--- config.mk ---
export PLATFORM = sky130hd
export DESIGN_NAME = lnbr_i2c_ctrl
export DESIGN_NICKNAME = d
export VERILOG_FILES = /design/src/lnbr_i2c_ctrl.v
export VERILOG_INCLUDE_DIRS = /design/src /design/src/shared
export SDC_FILE = /design/constraint.sdc
export NUM_CORES = 1
export LEC_CHECK = 0
export BUFFER_PORTS_ARGS = -buffer_cell sky130_fd_sc_hd__buf_2
export CAP_MARGIN = 5
export CORE_MARGIN = 2
export CORE_UTILIZATION = 50
export DETAILED_ROUTE_END_ITERATION = 8
export PLACE_DENSITY_LB_ADDON = 0.15
export SYNTH_ARGS = -nofsm -noshare
export SYNTH_HDL_FRONTEND = slang
export SYNTH_SLANG_ARGS = --single-unit
--- constraint.sdc ---
create_clock -name clk_i -period 2.7 [get_ports clk_i]
set_clock_uncertainty 0.15 [all_clocks]
set_input_delay 0.27 -clock clk_i [delete_from_list [all_inputs] [get_ports clk_i]]
set_output_delay 0.27 -clock clk_i [all_outputs]
set_load 0.01 [all_outputs]
--- src/shared/lnbr_defs.vh ---
// constants for the antenna supply regulator serial control block
`ifndef LNBR_DEFS_VH
`define LNBR_DEFS_VH

// bit positions within a written or read byte
`define LNBR_BIT_BANK 7
`define LNBR_BIT_STATIC 6
`define LNBR_BIT_SPARE 5
`define LNBR_BIT_TONE 4
`define LNBR_BIT_BOOST 3
`define LNBR_BIT_HIGHV 2
`define LNBR_BIT_PWR 1
`define LNBR_BIT_OVLD 0
`define LNBR_BIT_HEAT 1

// reset value of both registers
`define LNBR_REG_RST 8'h00

// 7-bit slave address with strap low; strap sets bit 0
`define LNBR_ADDR_BASE 7'h08

// regulator target codes on vout_sel_o
`define LNBR_V13 2'h0
`define LNBR_V18 2'h1
`define LNBR_V14 2'h2
`define LNBR_V19 2'h3

// protection timing in 10 MHz clocks: 900 ms off, 20 ms retry; sized to the 24-bit timer
`define LNBR_TOFF_CYC 24'h89_5440
`define LNBR_TON_CYC 24'h03_0d40

`endif

--- src/lnbr_i2c_ctrl.v ---
// serial slave, control registers and overload timing of the antenna supply regulator
`timescale 1ns/100ps
`include "lnbr_defs.vh"

// Behaviour
// - write transfer stores data byte in registers
// - bit 7 selects first or second register
// - select and boost bits pick 13/18/14/19V
// - tone gated by pin unless forced on
// - limit style bit: one static, zero dynamic
// - power enable zero turns both converters off
// - read address sends register byte, MSB first
// - master ack continues read, nack ends it
// - readback whole byte; flag bits ignore writes
// - overheat flag follows sensor, forces power off
// - overload flag set while protection triggered
// - supply low: ignore bus, registers held zero
// - supply good makes interface operative
// - power enable zero after reset, atomic update
// - address 0001000 or 0001001 from strap
// - all register bits zero at power-on
// - write is address, one data byte, acks; further data bytes are also acked and stored
// - dynamic: off 900ms, retry 20ms, flag
// - static: overload flag follows current clamp
module lnbr_i2c_ctrl #(
   parameter [23:0] TOFF_CYC = `LNBR_TOFF_CYC,
   parameter [23:0] TON_CYC = `LNBR_TON_CYC
) (
   input wire clk_i,
   input wire rst_i,
   input wire ce_i,
   input wire scl_i,
   input wire sda_i,
   output wire sda_o,
   output wire sda_oe_o,
   input wire addr_strap_i,
   input wire supply_good_i,
   input wire overcurrent_i,
   input wire overheat_i,
   input wire tone_gate_input_i,
   output wire converter_en_o,
   output wire linear_en_o,
   output wire [1:0] vout_sel_o,
   output wire tone_on_o,
   output wire static_limit_o
);

   // serial states
   localparam [6:0] S_IDLE = 7'h01;
   localparam [6:0] S_ADDR = 7'h02;
   localparam [6:0] S_ACKA = 7'h04;
   localparam [6:0] S_WR = 7'h08;
   localparam [6:0] S_ACKW = 7'h10;
   localparam [6:0] S_RD = 7'h20;
   localparam [6:0] S_ACKR = 7'h40;

   // overload protection states
   localparam [2:0] O_RUN = 3'h1;
   localparam [2:0] O_OFF = 3'h2;
   localparam [2:0] O_RETRY = 3'h4;

   // two-flop synchronisers for every outside input
   reg [6:0] sync1_q;
   reg [6:0] sync2_q;
   reg scl_prev_q;
   reg sda_prev_q;

   reg [6:0] st_q;
   reg [7:0] shift_q;
   reg [2:0] cnt_q;
   reg full_q;
   reg rw_q;
   reg mack_q;
   reg bank_rd_q;
   reg sda_oe_q;
   reg sda_q;

   reg [6:1] ctrl_q;
   reg olf_q;
   reg [2:0] ol_q;
   reg [23:0] tmr_q;

   reg conv_q;
   reg lin_q;
   reg [1:0] high_voltage_choice_q;
   reg tone_q;
   reg static_q;

   wire scl_s = sync2_q[0];
   wire sda_s = sync2_q[1];
   wire strap_s = sync2_q[2];
   wire pgood_s = sync2_q[3];
   wire oc_s = sync2_q[4];
   wire heat_s = sync2_q[5];
   wire gate_s = sync2_q[6];

   wire scl_rise = scl_s & ~scl_prev_q;
   wire scl_fall = ~scl_s & scl_prev_q;
   wire start_c = scl_s & scl_prev_q & sda_prev_q & ~sda_s;
   wire stop_c = scl_s & scl_prev_q & ~sda_prev_q & sda_s;

   wire [6:0] my_addr = `LNBR_ADDR_BASE | {6'h00, strap_s};

   // readback images of the two registers
   wire [7:0] reg1 = {1'b0, ctrl_q, olf_q};
   wire [7:0] reg2 = {1'b1, 5'h00, heat_s, 1'b0};

   // regulator target from select and boost bits
   function [1:0] volt_code;
      input high_v;
      input boost;
      begin
         case ({boost, high_v})
            2'b00: volt_code = `LNBR_V13;
            2'b01: volt_code = `LNBR_V18;
            2'b10: volt_code = `LNBR_V14;
            default: volt_code = `LNBR_V19;
         endcase
      end
   endfunction

   // synchronisers; first stage feeds only the second
   always @(posedge clk_i or posedge rst_i) begin
      if (rst_i) begin
         sync1_q <= 7'h03; // scl and sda reset to idle high: no false edge
         sync2_q <= 7'h03;
         scl_prev_q <= 1'b1;
         sda_prev_q <= 1'b1;
      end else if (ce_i) begin
         sync1_q <= {tone_gate_input_i, overheat_i, overcurrent_i, supply_good_i,
                     addr_strap_i, sda_i, scl_i};
         sync2_q <= sync1_q;
         scl_prev_q <= scl_s;
         sda_prev_q <= sda_s;
      end
   end

   // serial slave; data pin only changes while the clock is low
   always @(posedge clk_i or posedge rst_i) begin
      if (rst_i) begin
         st_q <= S_IDLE;
         shift_q <= 8'h00;
         cnt_q <= 3'h0;
         full_q <= 1'b0;
         rw_q <= 1'b0;
         mack_q <= 1'b0;
         bank_rd_q <= 1'b0;
         sda_oe_q <= 1'b0;
         sda_q <= 1'b0;
         ctrl_q <= 6'h00;
      end else if (ce_i) begin
         sda_q <= 1'b0;
         if (!pgood_s) begin
            // lockout: no answer, registers cleared
            st_q <= S_IDLE;
            sda_oe_q <= 1'b0;
            ctrl_q <= 6'h00;
            full_q <= 1'b0;
            cnt_q <= 3'h0;
         end else if (start_c) begin
            st_q <= S_ADDR;
            cnt_q <= 3'h0;
            full_q <= 1'b0;
            sda_oe_q <= 1'b0;
         end else if (stop_c) begin
            st_q <= S_IDLE;
            sda_oe_q <= 1'b0;
         end else begin
            case (st_q)
               S_IDLE: begin
                  sda_oe_q <= 1'b0;
               end
               S_ADDR, S_WR: begin
                  if (scl_rise && !full_q) begin
                     shift_q <= {shift_q[6:0], sda_s};
                     if (cnt_q == 3'h7) begin
                        full_q <= 1'b1;
                     end else begin
                        cnt_q <= cnt_q + 3'h1;
                     end
                  end else if (scl_fall && full_q) begin
                     full_q <= 1'b0;
                     cnt_q <= 3'h0;
                     if (st_q == S_ADDR) begin
                        if (shift_q[7:1] == my_addr) begin
                           rw_q <= shift_q[0];
                           st_q <= S_ACKA;
                           sda_oe_q <= 1'b1;
                        end else begin
                           st_q <= S_IDLE;
                        end
                     end else begin
                        // whole byte lands at once, so enable never leads
                        if (!shift_q[`LNBR_BIT_BANK]) begin
                           ctrl_q <= shift_q[6:1];
                        end
                        st_q <= S_ACKW;
                        sda_oe_q <= 1'b1;
                     end
                  end
               end
               S_ACKA: begin
                  if (scl_fall) begin
                     if (rw_q) begin
                        st_q <= S_RD;
                        shift_q <= reg1;
                        sda_oe_q <= ~reg1[7];
                        bank_rd_q <= 1'b1;
                     end else begin
                        st_q <= S_WR;
                        sda_oe_q <= 1'b0;
                     end
                  end
               end
               S_ACKW: begin
                  if (scl_fall) begin
                     st_q <= S_WR;
                     sda_oe_q <= 1'b0;
                  end
               end
               S_RD: begin
                  if (scl_fall) begin
                     if (cnt_q == 3'h7) begin
                        cnt_q <= 3'h0;
                        sda_oe_q <= 1'b0;
                        st_q <= S_ACKR;
                     end else begin
                        cnt_q <= cnt_q + 3'h1;
                        shift_q <= {shift_q[6:0], 1'b0};
                        sda_oe_q <= ~shift_q[6];
                     end
                  end
               end
               S_ACKR: begin
                  if (scl_rise) begin
                     mack_q <= ~sda_s;
                  end else if (scl_fall) begin
                     if (mack_q) begin
                        // alternate between the two registers
                        st_q <= S_RD;
                        shift_q <= bank_rd_q ? reg2 : reg1;
                        sda_oe_q <= bank_rd_q ? ~reg2[7] : ~reg1[7];
                        bank_rd_q <= ~bank_rd_q;
                     end else begin
                        st_q <= S_IDLE;
                        sda_oe_q <= 1'b0;
                     end
                  end
               end
               default: begin
                  st_q <= S_IDLE;
                  sda_oe_q <= 1'b0;
               end
            endcase
         end
      end
   end

   // overload protection and its flag
   always @(posedge clk_i or posedge rst_i) begin
      if (rst_i) begin
         ol_q <= O_RUN;
         olf_q <= 1'b0;
         tmr_q <= 24'h00_0000;
      end else if (ce_i) begin
         if (!pgood_s || !ctrl_q[`LNBR_BIT_PWR]) begin
            ol_q <= O_RUN;
            olf_q <= 1'b0;
            tmr_q <= 24'h00_0000;
         end else if (ctrl_q[`LNBR_BIT_STATIC]) begin
            ol_q <= O_RUN;
            olf_q <= oc_s;
            tmr_q <= 24'h00_0000;
         end else begin
            case (ol_q)
               O_RUN: begin
                  if (oc_s) begin
                     ol_q <= O_OFF;
                     olf_q <= 1'b1;
                     tmr_q <= 24'h00_0000;
                  end
               end
               O_OFF: begin
                  if (tmr_q == TOFF_CYC - 24'h00_0001) begin
                     ol_q <= O_RETRY;
                     tmr_q <= 24'h00_0000;
                  end else begin
                     tmr_q <= tmr_q + 24'h00_0001;
                  end
               end
               O_RETRY: begin
                  if (oc_s) begin
                     ol_q <= O_OFF;
                     tmr_q <= 24'h00_0000;
                  end else if (tmr_q == TON_CYC - 24'h00_0001) begin
                     ol_q <= O_RUN;
                     olf_q <= 1'b0;
                     tmr_q <= 24'h00_0000;
                  end else begin
                     tmr_q <= tmr_q + 24'h00_0001;
                  end
               end
               default: begin
                  ol_q <= O_RUN;
                  tmr_q <= 24'h00_0000;
               end
            endcase
         end
      end
   end

   // registered controls towards the analog blocks
   always @(posedge clk_i or posedge rst_i) begin
      if (rst_i) begin
         conv_q <= 1'b0;
         lin_q <= 1'b0;
         high_voltage_choice_q <= `LNBR_V13;
         tone_q <= 1'b0;
         static_q <= 1'b0;
      end else if (ce_i) begin
         // overheat and the off phase both override the enable
         conv_q <= ctrl_q[`LNBR_BIT_PWR] & ~heat_s & ~ol_q[2'd1];
         lin_q <= ctrl_q[`LNBR_BIT_PWR] & ~heat_s & ~ol_q[2'd1];
         high_voltage_choice_q <= volt_code(ctrl_q[`LNBR_BIT_HIGHV], ctrl_q[`LNBR_BIT_BOOST]);
         tone_q <= ctrl_q[`LNBR_BIT_TONE] | gate_s;
         static_q <= ctrl_q[`LNBR_BIT_STATIC];
      end
   end

   assign sda_o = sda_q;
   assign sda_oe_o = sda_oe_q;
   assign converter_en_o = conv_q;
   assign linear_en_o = lin_q;
   assign vout_sel_o = high_voltage_choice_q;
   assign tone_on_o = tone_q;
   assign static_limit_o = static_q;

endmodule // lnbr_i2c_ctrl

Word-level counts from Yosys, hierarchy flattened

Cells that the tools add are included.

Add/sub/neg operators: 2
Eq/ne operators: 54
Muxes and demuxes: 94
Bitwise operators: 21
Reductions and logical operators: 23

Operators with widths:

| operator                                              | number |
|---|---|
| two-way mux 24 bit                                    | 6 |
| two-way mux 7 bit                                     | 12 |
| two-way mux 8 bit                                     | 9 |
| one-hot mux 24 bit (3 select lines)                   | 1 |
| two-way mux 6 bit                                     | 10 |
| != test 5 bit, second input constant                  | 11 |
| two-way mux 3 bit                                     | 15 |
| one-hot mux 7 bit (6 select lines)                    | 1 |
| two-way mux 1 bit                                     | 33 |
| one-hot mux 8 bit (4 select lines)                    | 1 |
| != test 2 bit, second input constant                  | 13 |
| adder 24 x 1 -> 24 bit, second input constant         | 1 |
| equality test 24 x 18 -> 1 bit, second input constant | 1 |
| equality test 24 bit, second input constant           | 1 |
| != test 4 bit, second input constant                  | 6 |
| AND reduction 10 bit                                  | 2 |
| AND reduction 9 bit                                   | 2 |
| AND reduction 13 bit                                  | 1 |
| AND reduction 6 bit                                   | 2 |
| NOT 1 bit                                             | 11 |
| AND reduction 5 bit                                   | 2 |
| bitwise AND 1 bit                                     | 9 |
| one-hot mux 3 bit (3 select lines)                    | 1 |
| != test 4 x 1 -> 1 bit, second input constant         | 2 |
| other kinds (34)                                      | 41 |

Flip-flop bits (word level): 78
Input port bits: 10
Output and inout bits: 8
Word-level logic and storage cells: 214

Logic depth before layout (Yosys ltp)

Depth in word-level cells: 9
Gate-level depth with buffers: 7
Mapped depth without buffers: 7

Worst setup path after synthesis

No wires, ideal clock.

Path kind: register to register
Start: reg shift_q[6]
End: reg rw_q
Library setup time: 0.128 ns
Data arrival time: 1.889 ns
Required time: 2.422 ns
Setup slack: 0.534 ns
Stages on the path, launching flop included: 6
Path buffers: 0
Period minus slack after synthesis: 2.166 ns
Path through: dfrtp_1 -> or4b_1 -> nor4_4 -> nand4_1 -> nor3_1 -> mux2_1

Longest elaborated chain between the ends: 2

Ends and longest elaborated chain:

| what                          | RTL line            | source |
|---|---|---|
| from (decl)                   | lnbr_i2c_ctrl.v:69  | `reg [7:0] shift_q;` |
| from (signal assigned)        | lnbr_i2c_ctrl.v:175 | `shift_q <= {shift_q[6:0], sda_s};` |
| from (signal assigned)        | lnbr_i2c_ctrl.v:206 | `shift_q <= reg1;` |
| from (signal assigned)        | lnbr_i2c_ctrl.v:229 | `shift_q <= {shift_q[6:0], 1'b0};` |
| equality test 7 x 4 -> 1 bit  | lnbr_i2c_ctrl.v:185 | `if (shift_q[7:1] == my_addr) begin` |
| AND reduction 9 bit (no line) | --                  |  |
| to (signal assigned)          | lnbr_i2c_ctrl.v:186 | `rw_q <= shift_q[0];` |
| to (decl)                     | lnbr_i2c_ctrl.v:72  | `reg rw_q;` |

No other way between the ends.
A chain may end at the register's enable or synchronous reset.

Worst setup path in the final report

Ends and elaborated chain as after synthesis.

==> key figures <==
Run status
  – Outcome: finished clean

Drt
  – Post-route DRC: 0
  – Via density: 5.90
  – Drt total wl: slightly below 10000 µm
  – Vias: around 3500
  – Antenna Nets Post-Route: 0
  – DRT Pass-1 Iters: 5
  – Drt first-iter violations: 255
  – Avg WL per Cell: about 16 µm

Die
  – Core area: about 0.0088 mm²
  – Initial core utilization: 51.7%
  – Area of the die: slightly below 0.01 mm²
  – # rows: 34
  – Ports: 18
  – Die height: roughly 99 µm
  – Die width: 99.2 µm

Logic synthesis
  – Post-synthesis sequential area ratio: a little over two fifths
  – Mapped Avg Cell Area: ~10 µm²
  – Yosys warnings: 0
  – Post-synth EDFFs: 0
  – Distinct cells, synth: 74
  – Asr flop ratio synth: 100%
  – Cell area after synthesis: around 0.0045 mm²
  – Mapped Nets: about 470
  – Top_reg_cell synth: dfrtp_1
  – Seq cells post-synth: 78
  – Mapped Cells: 455

Global route
  – Initial antenna violation count: 0
  – Total GRT Usage: 21.4%
  – Vias in the first global route: 3454
  – Grt total ovfl: 0
  – First-pass GRT wire length: 17100 µm
  – Largest net degree at the start of global routing: 79

Power
  – Sw frac: 29.4%
  – Total power: 2.66 mW
  – Combinational power share: about 15%
  – Clk pwr share: between 30% and 40%
  – Power Internal: 1.88 mW
  – Psw: 0.781 mW
  – P per Cell Area: between 500 and 600 mW/mm²
  – Leakage: roughly 2.1 nW
  – IR drop worst, VDD: 0.318 mV
  – Reg power frac: around 50%

Cells and area
  – Design area: between 0.005 and 0.006 mm²
  – Final core occ: a little under three fifths
  – Sequential Area: around 0.0020 mm²
  – Fillers: approximately 750
  – Diodes inserted: 0
  – Most frequent cells in the layout: 70 x dfrtp_1, 42 x nand2_1, 32 x mux2_2
  – Layout cells sized above 1: 23.1%
  – Most common cell after layout, fill and taps aside: dfrtp_1
  – P&R area growth vs syn: 10.9%
  – Post-route insts no fill: between 500 and 600
  – Layout Nets: about 490
  – Multi-input logic area: roughly 0.0024 mm²

Critical path
  – CP Class: flip-flop to flip-flop
  – CP Cell Sequence: or4b_1, nor4_4, nand4_1, nor3_1, mux2_1
  – R2R Path End: rw_q
  – Crit-path max cell delay: 0.56 ns
  – Worst setup SP type: flip-flop
  – CP max FO: 5
  – Critical Path Slowest Stage Cell: or4b_1
  – Worst reg2reg path depth: 5
  – Crit path capture type: flip-flop
  – Crit path arrival time: 2.53 ns
  – Reg2reg setup slack: between 0.2 and 0.3 ns
  – FF-to-FF Start: shift_q[6]
  – CP required: 2.80 ns
  – Worst setup path start: shift_q[6]

Placed design
  – Post-DP Area: 0.00474 mm²
  – Port Buf Inserts: 16
  – Post-DP HPWL: 6770 µm
  – Placed Cells: 569
  – RePlAce Congestion: about 0.9

STA
  – Unrepaired setup endpoints after global routing: false
  – Setup_tns: 0 ns
  – Final setup vio count: 0
  – Period minus WS final: 2.43 ns
  – Worst slew pin tran: approximately 0.58 ns
  – Fin. max-slew vios: 0
  – Upper clock frequency limit: around 410 MHz
  – Final period utilization: about nine tenths
  – Final hold vios: 0
  – Slew headroom: just over 60%

Hold path
  – Hold Path End: sync1_q[0]
  – Worst hold start: scl_i
  – Worst hold path class: input port to flip-flop
  – Hold Path Stages: 2

Clocking
  – Clock root buffer master: clkbuf_8
  – CTS clk-pin slew, worst paths: 0.09 ns
  – Clock sink count: just under 80
  – Post-CTS sizing: 0
  – Worst skew pair latency: 0.36 ns
  – H-tree depth: 3
  – Maximum clock path buffer count: 2
  – Total CTS buffers: 9
  – TritonCTS clock tree: yes

Flow run
  – Max-cap viol count: 0
[cells in the mapped netlist, types with 7 or more instances]
| cell | n | share of area [%] |
|---|---|---|
| xnor2_1 | 11 | 2.1 |
| nor3_1 | 18 | 2.0 |
| o211ai_1 | 9 | 1.5 |
| clkbuf_1 | 7 | 0.58 |
| nand3_1 | 18 | 2.0 |
| o21ai_0 | 17 | 1.9 |
| nand4_1 | 13 | 1.8 |
| a21oi_1 | 10 | 1.1 |
| dfstp_2 | 8 | 4.6 |
| mux2i_1 | 11 | 2.4 |
| nor2_1 | 31 | 2.6 |
| dfrtp_1 | 70 | 39 |
| nand2_1 | 42 | 3.5 |
| buf_2 | 11 | 1.2 |
| inv_1 | 20 | 1.7 |
| mux2_2 | 32 | 8.0 |
[critical path, delay by kind of cell (launching register included)]
family | cells | cell delay, ns
flops | 1 | 0.44
mux | 1 | 0.34
simple gates | 4 | 1.39
[routing by layer]
layer,global-route usage (%),up-vias,wire length (µm)
met3,2.88,11,406
li1,-,1701,-
met1,31.5,1698,4700
met5,0,-,0
met2,32.5,82,4420
met4,8.01,0,138
[how the worst max path moves through the flow]
| stage | endpoint | slack, ns |
|---|---|---|
| 2_1_floorplan | bank_rd_q | 0.30 |
| 3_3_place_gp | rw_q | 0.27 |
| 3_5_place_dp | rw_q | 0.28 |
| 4_1_cts | rw_q | 0.27 |
| 5_1_grt | rw_q | 0.13 |
| 6_report | rw_q | 0.27 |
[state kept, by name, summed over array words and instances (netlist names), 2 cells and up]
| signal | cells |
|---|---|
| tmr_q | 24 |
| shift_q | 8 |
| st_q | 7 |
| sync1_q | 7 |
| sync2_q | 7 |
| ctrl_q | 6 |
| cnt_q | 3 |
| ol_q | 3 |
| vout_sel_o | 2 |
[stage by stage]
| stage | hold slack [ns] | worst slack (ns) |
|---|---|---|
| after floorplan | 0.272 | 0.298 |
| after global placement | 0.240 | 0.268 |
| after detailed placement | 0.234 | 0.281 |
| after CTS | 0.0152 | 0.269 |
| after global routing | 0.0189 | 0.131 |
| final | 0.0225 | 0.267 |
[cell families after synthesis]
group / share of synthesized area, %
adders and majority gates: 0.829
and+or+nand+nor: 23.7
buffers and inverters: 4.45
xor gates and xnor gates: 3.29
DFF: 43.3
AOI/OAI and AO/OA: 13.4
other: 0.0828
muxes: 10.9
[power by group through the flow]
| stage | Clock (mW) | Combinational (mW) | Sequential [mW] |
|---|---|---|---|
| 2_1_floorplan | 0 | 0.347 | 1.31 |
| 3_3_place_gp | 0 | 0.390 | 1.35 |
| 3_5_place_dp | 0 | 0.393 | 1.36 |
| 4_1_cts | 0.950 | 0.403 | 1.34 |
| 5_1_grt | 1.00 | 0.442 | 1.35 |
| 6_report | 0.922 | 0.399 | 1.34 |
[area by class of cell]
| type | instances | share of cell area [%] |
|---|---|---|
| Multi-Input combinational cell | 332 | 47.1 |
| Clock inverter | 6 | 1.40 |
| Inverter | 20 | 1.52 |
| Tap cell | 108 | 2.69 |
| Clock buffer | 10 | 2.74 |
| Sequential cell | 78 | 39.1 |
| Timing Repair Buffer | 38 | 5.48 |
[repair_timing]
action / CTS / global route
hold buffers: 7 / 0
buffers inserted: 0 / 0
hold endpoints to repair: 76 / 0
Note: power is estimated with default switching activity, not from simulation.
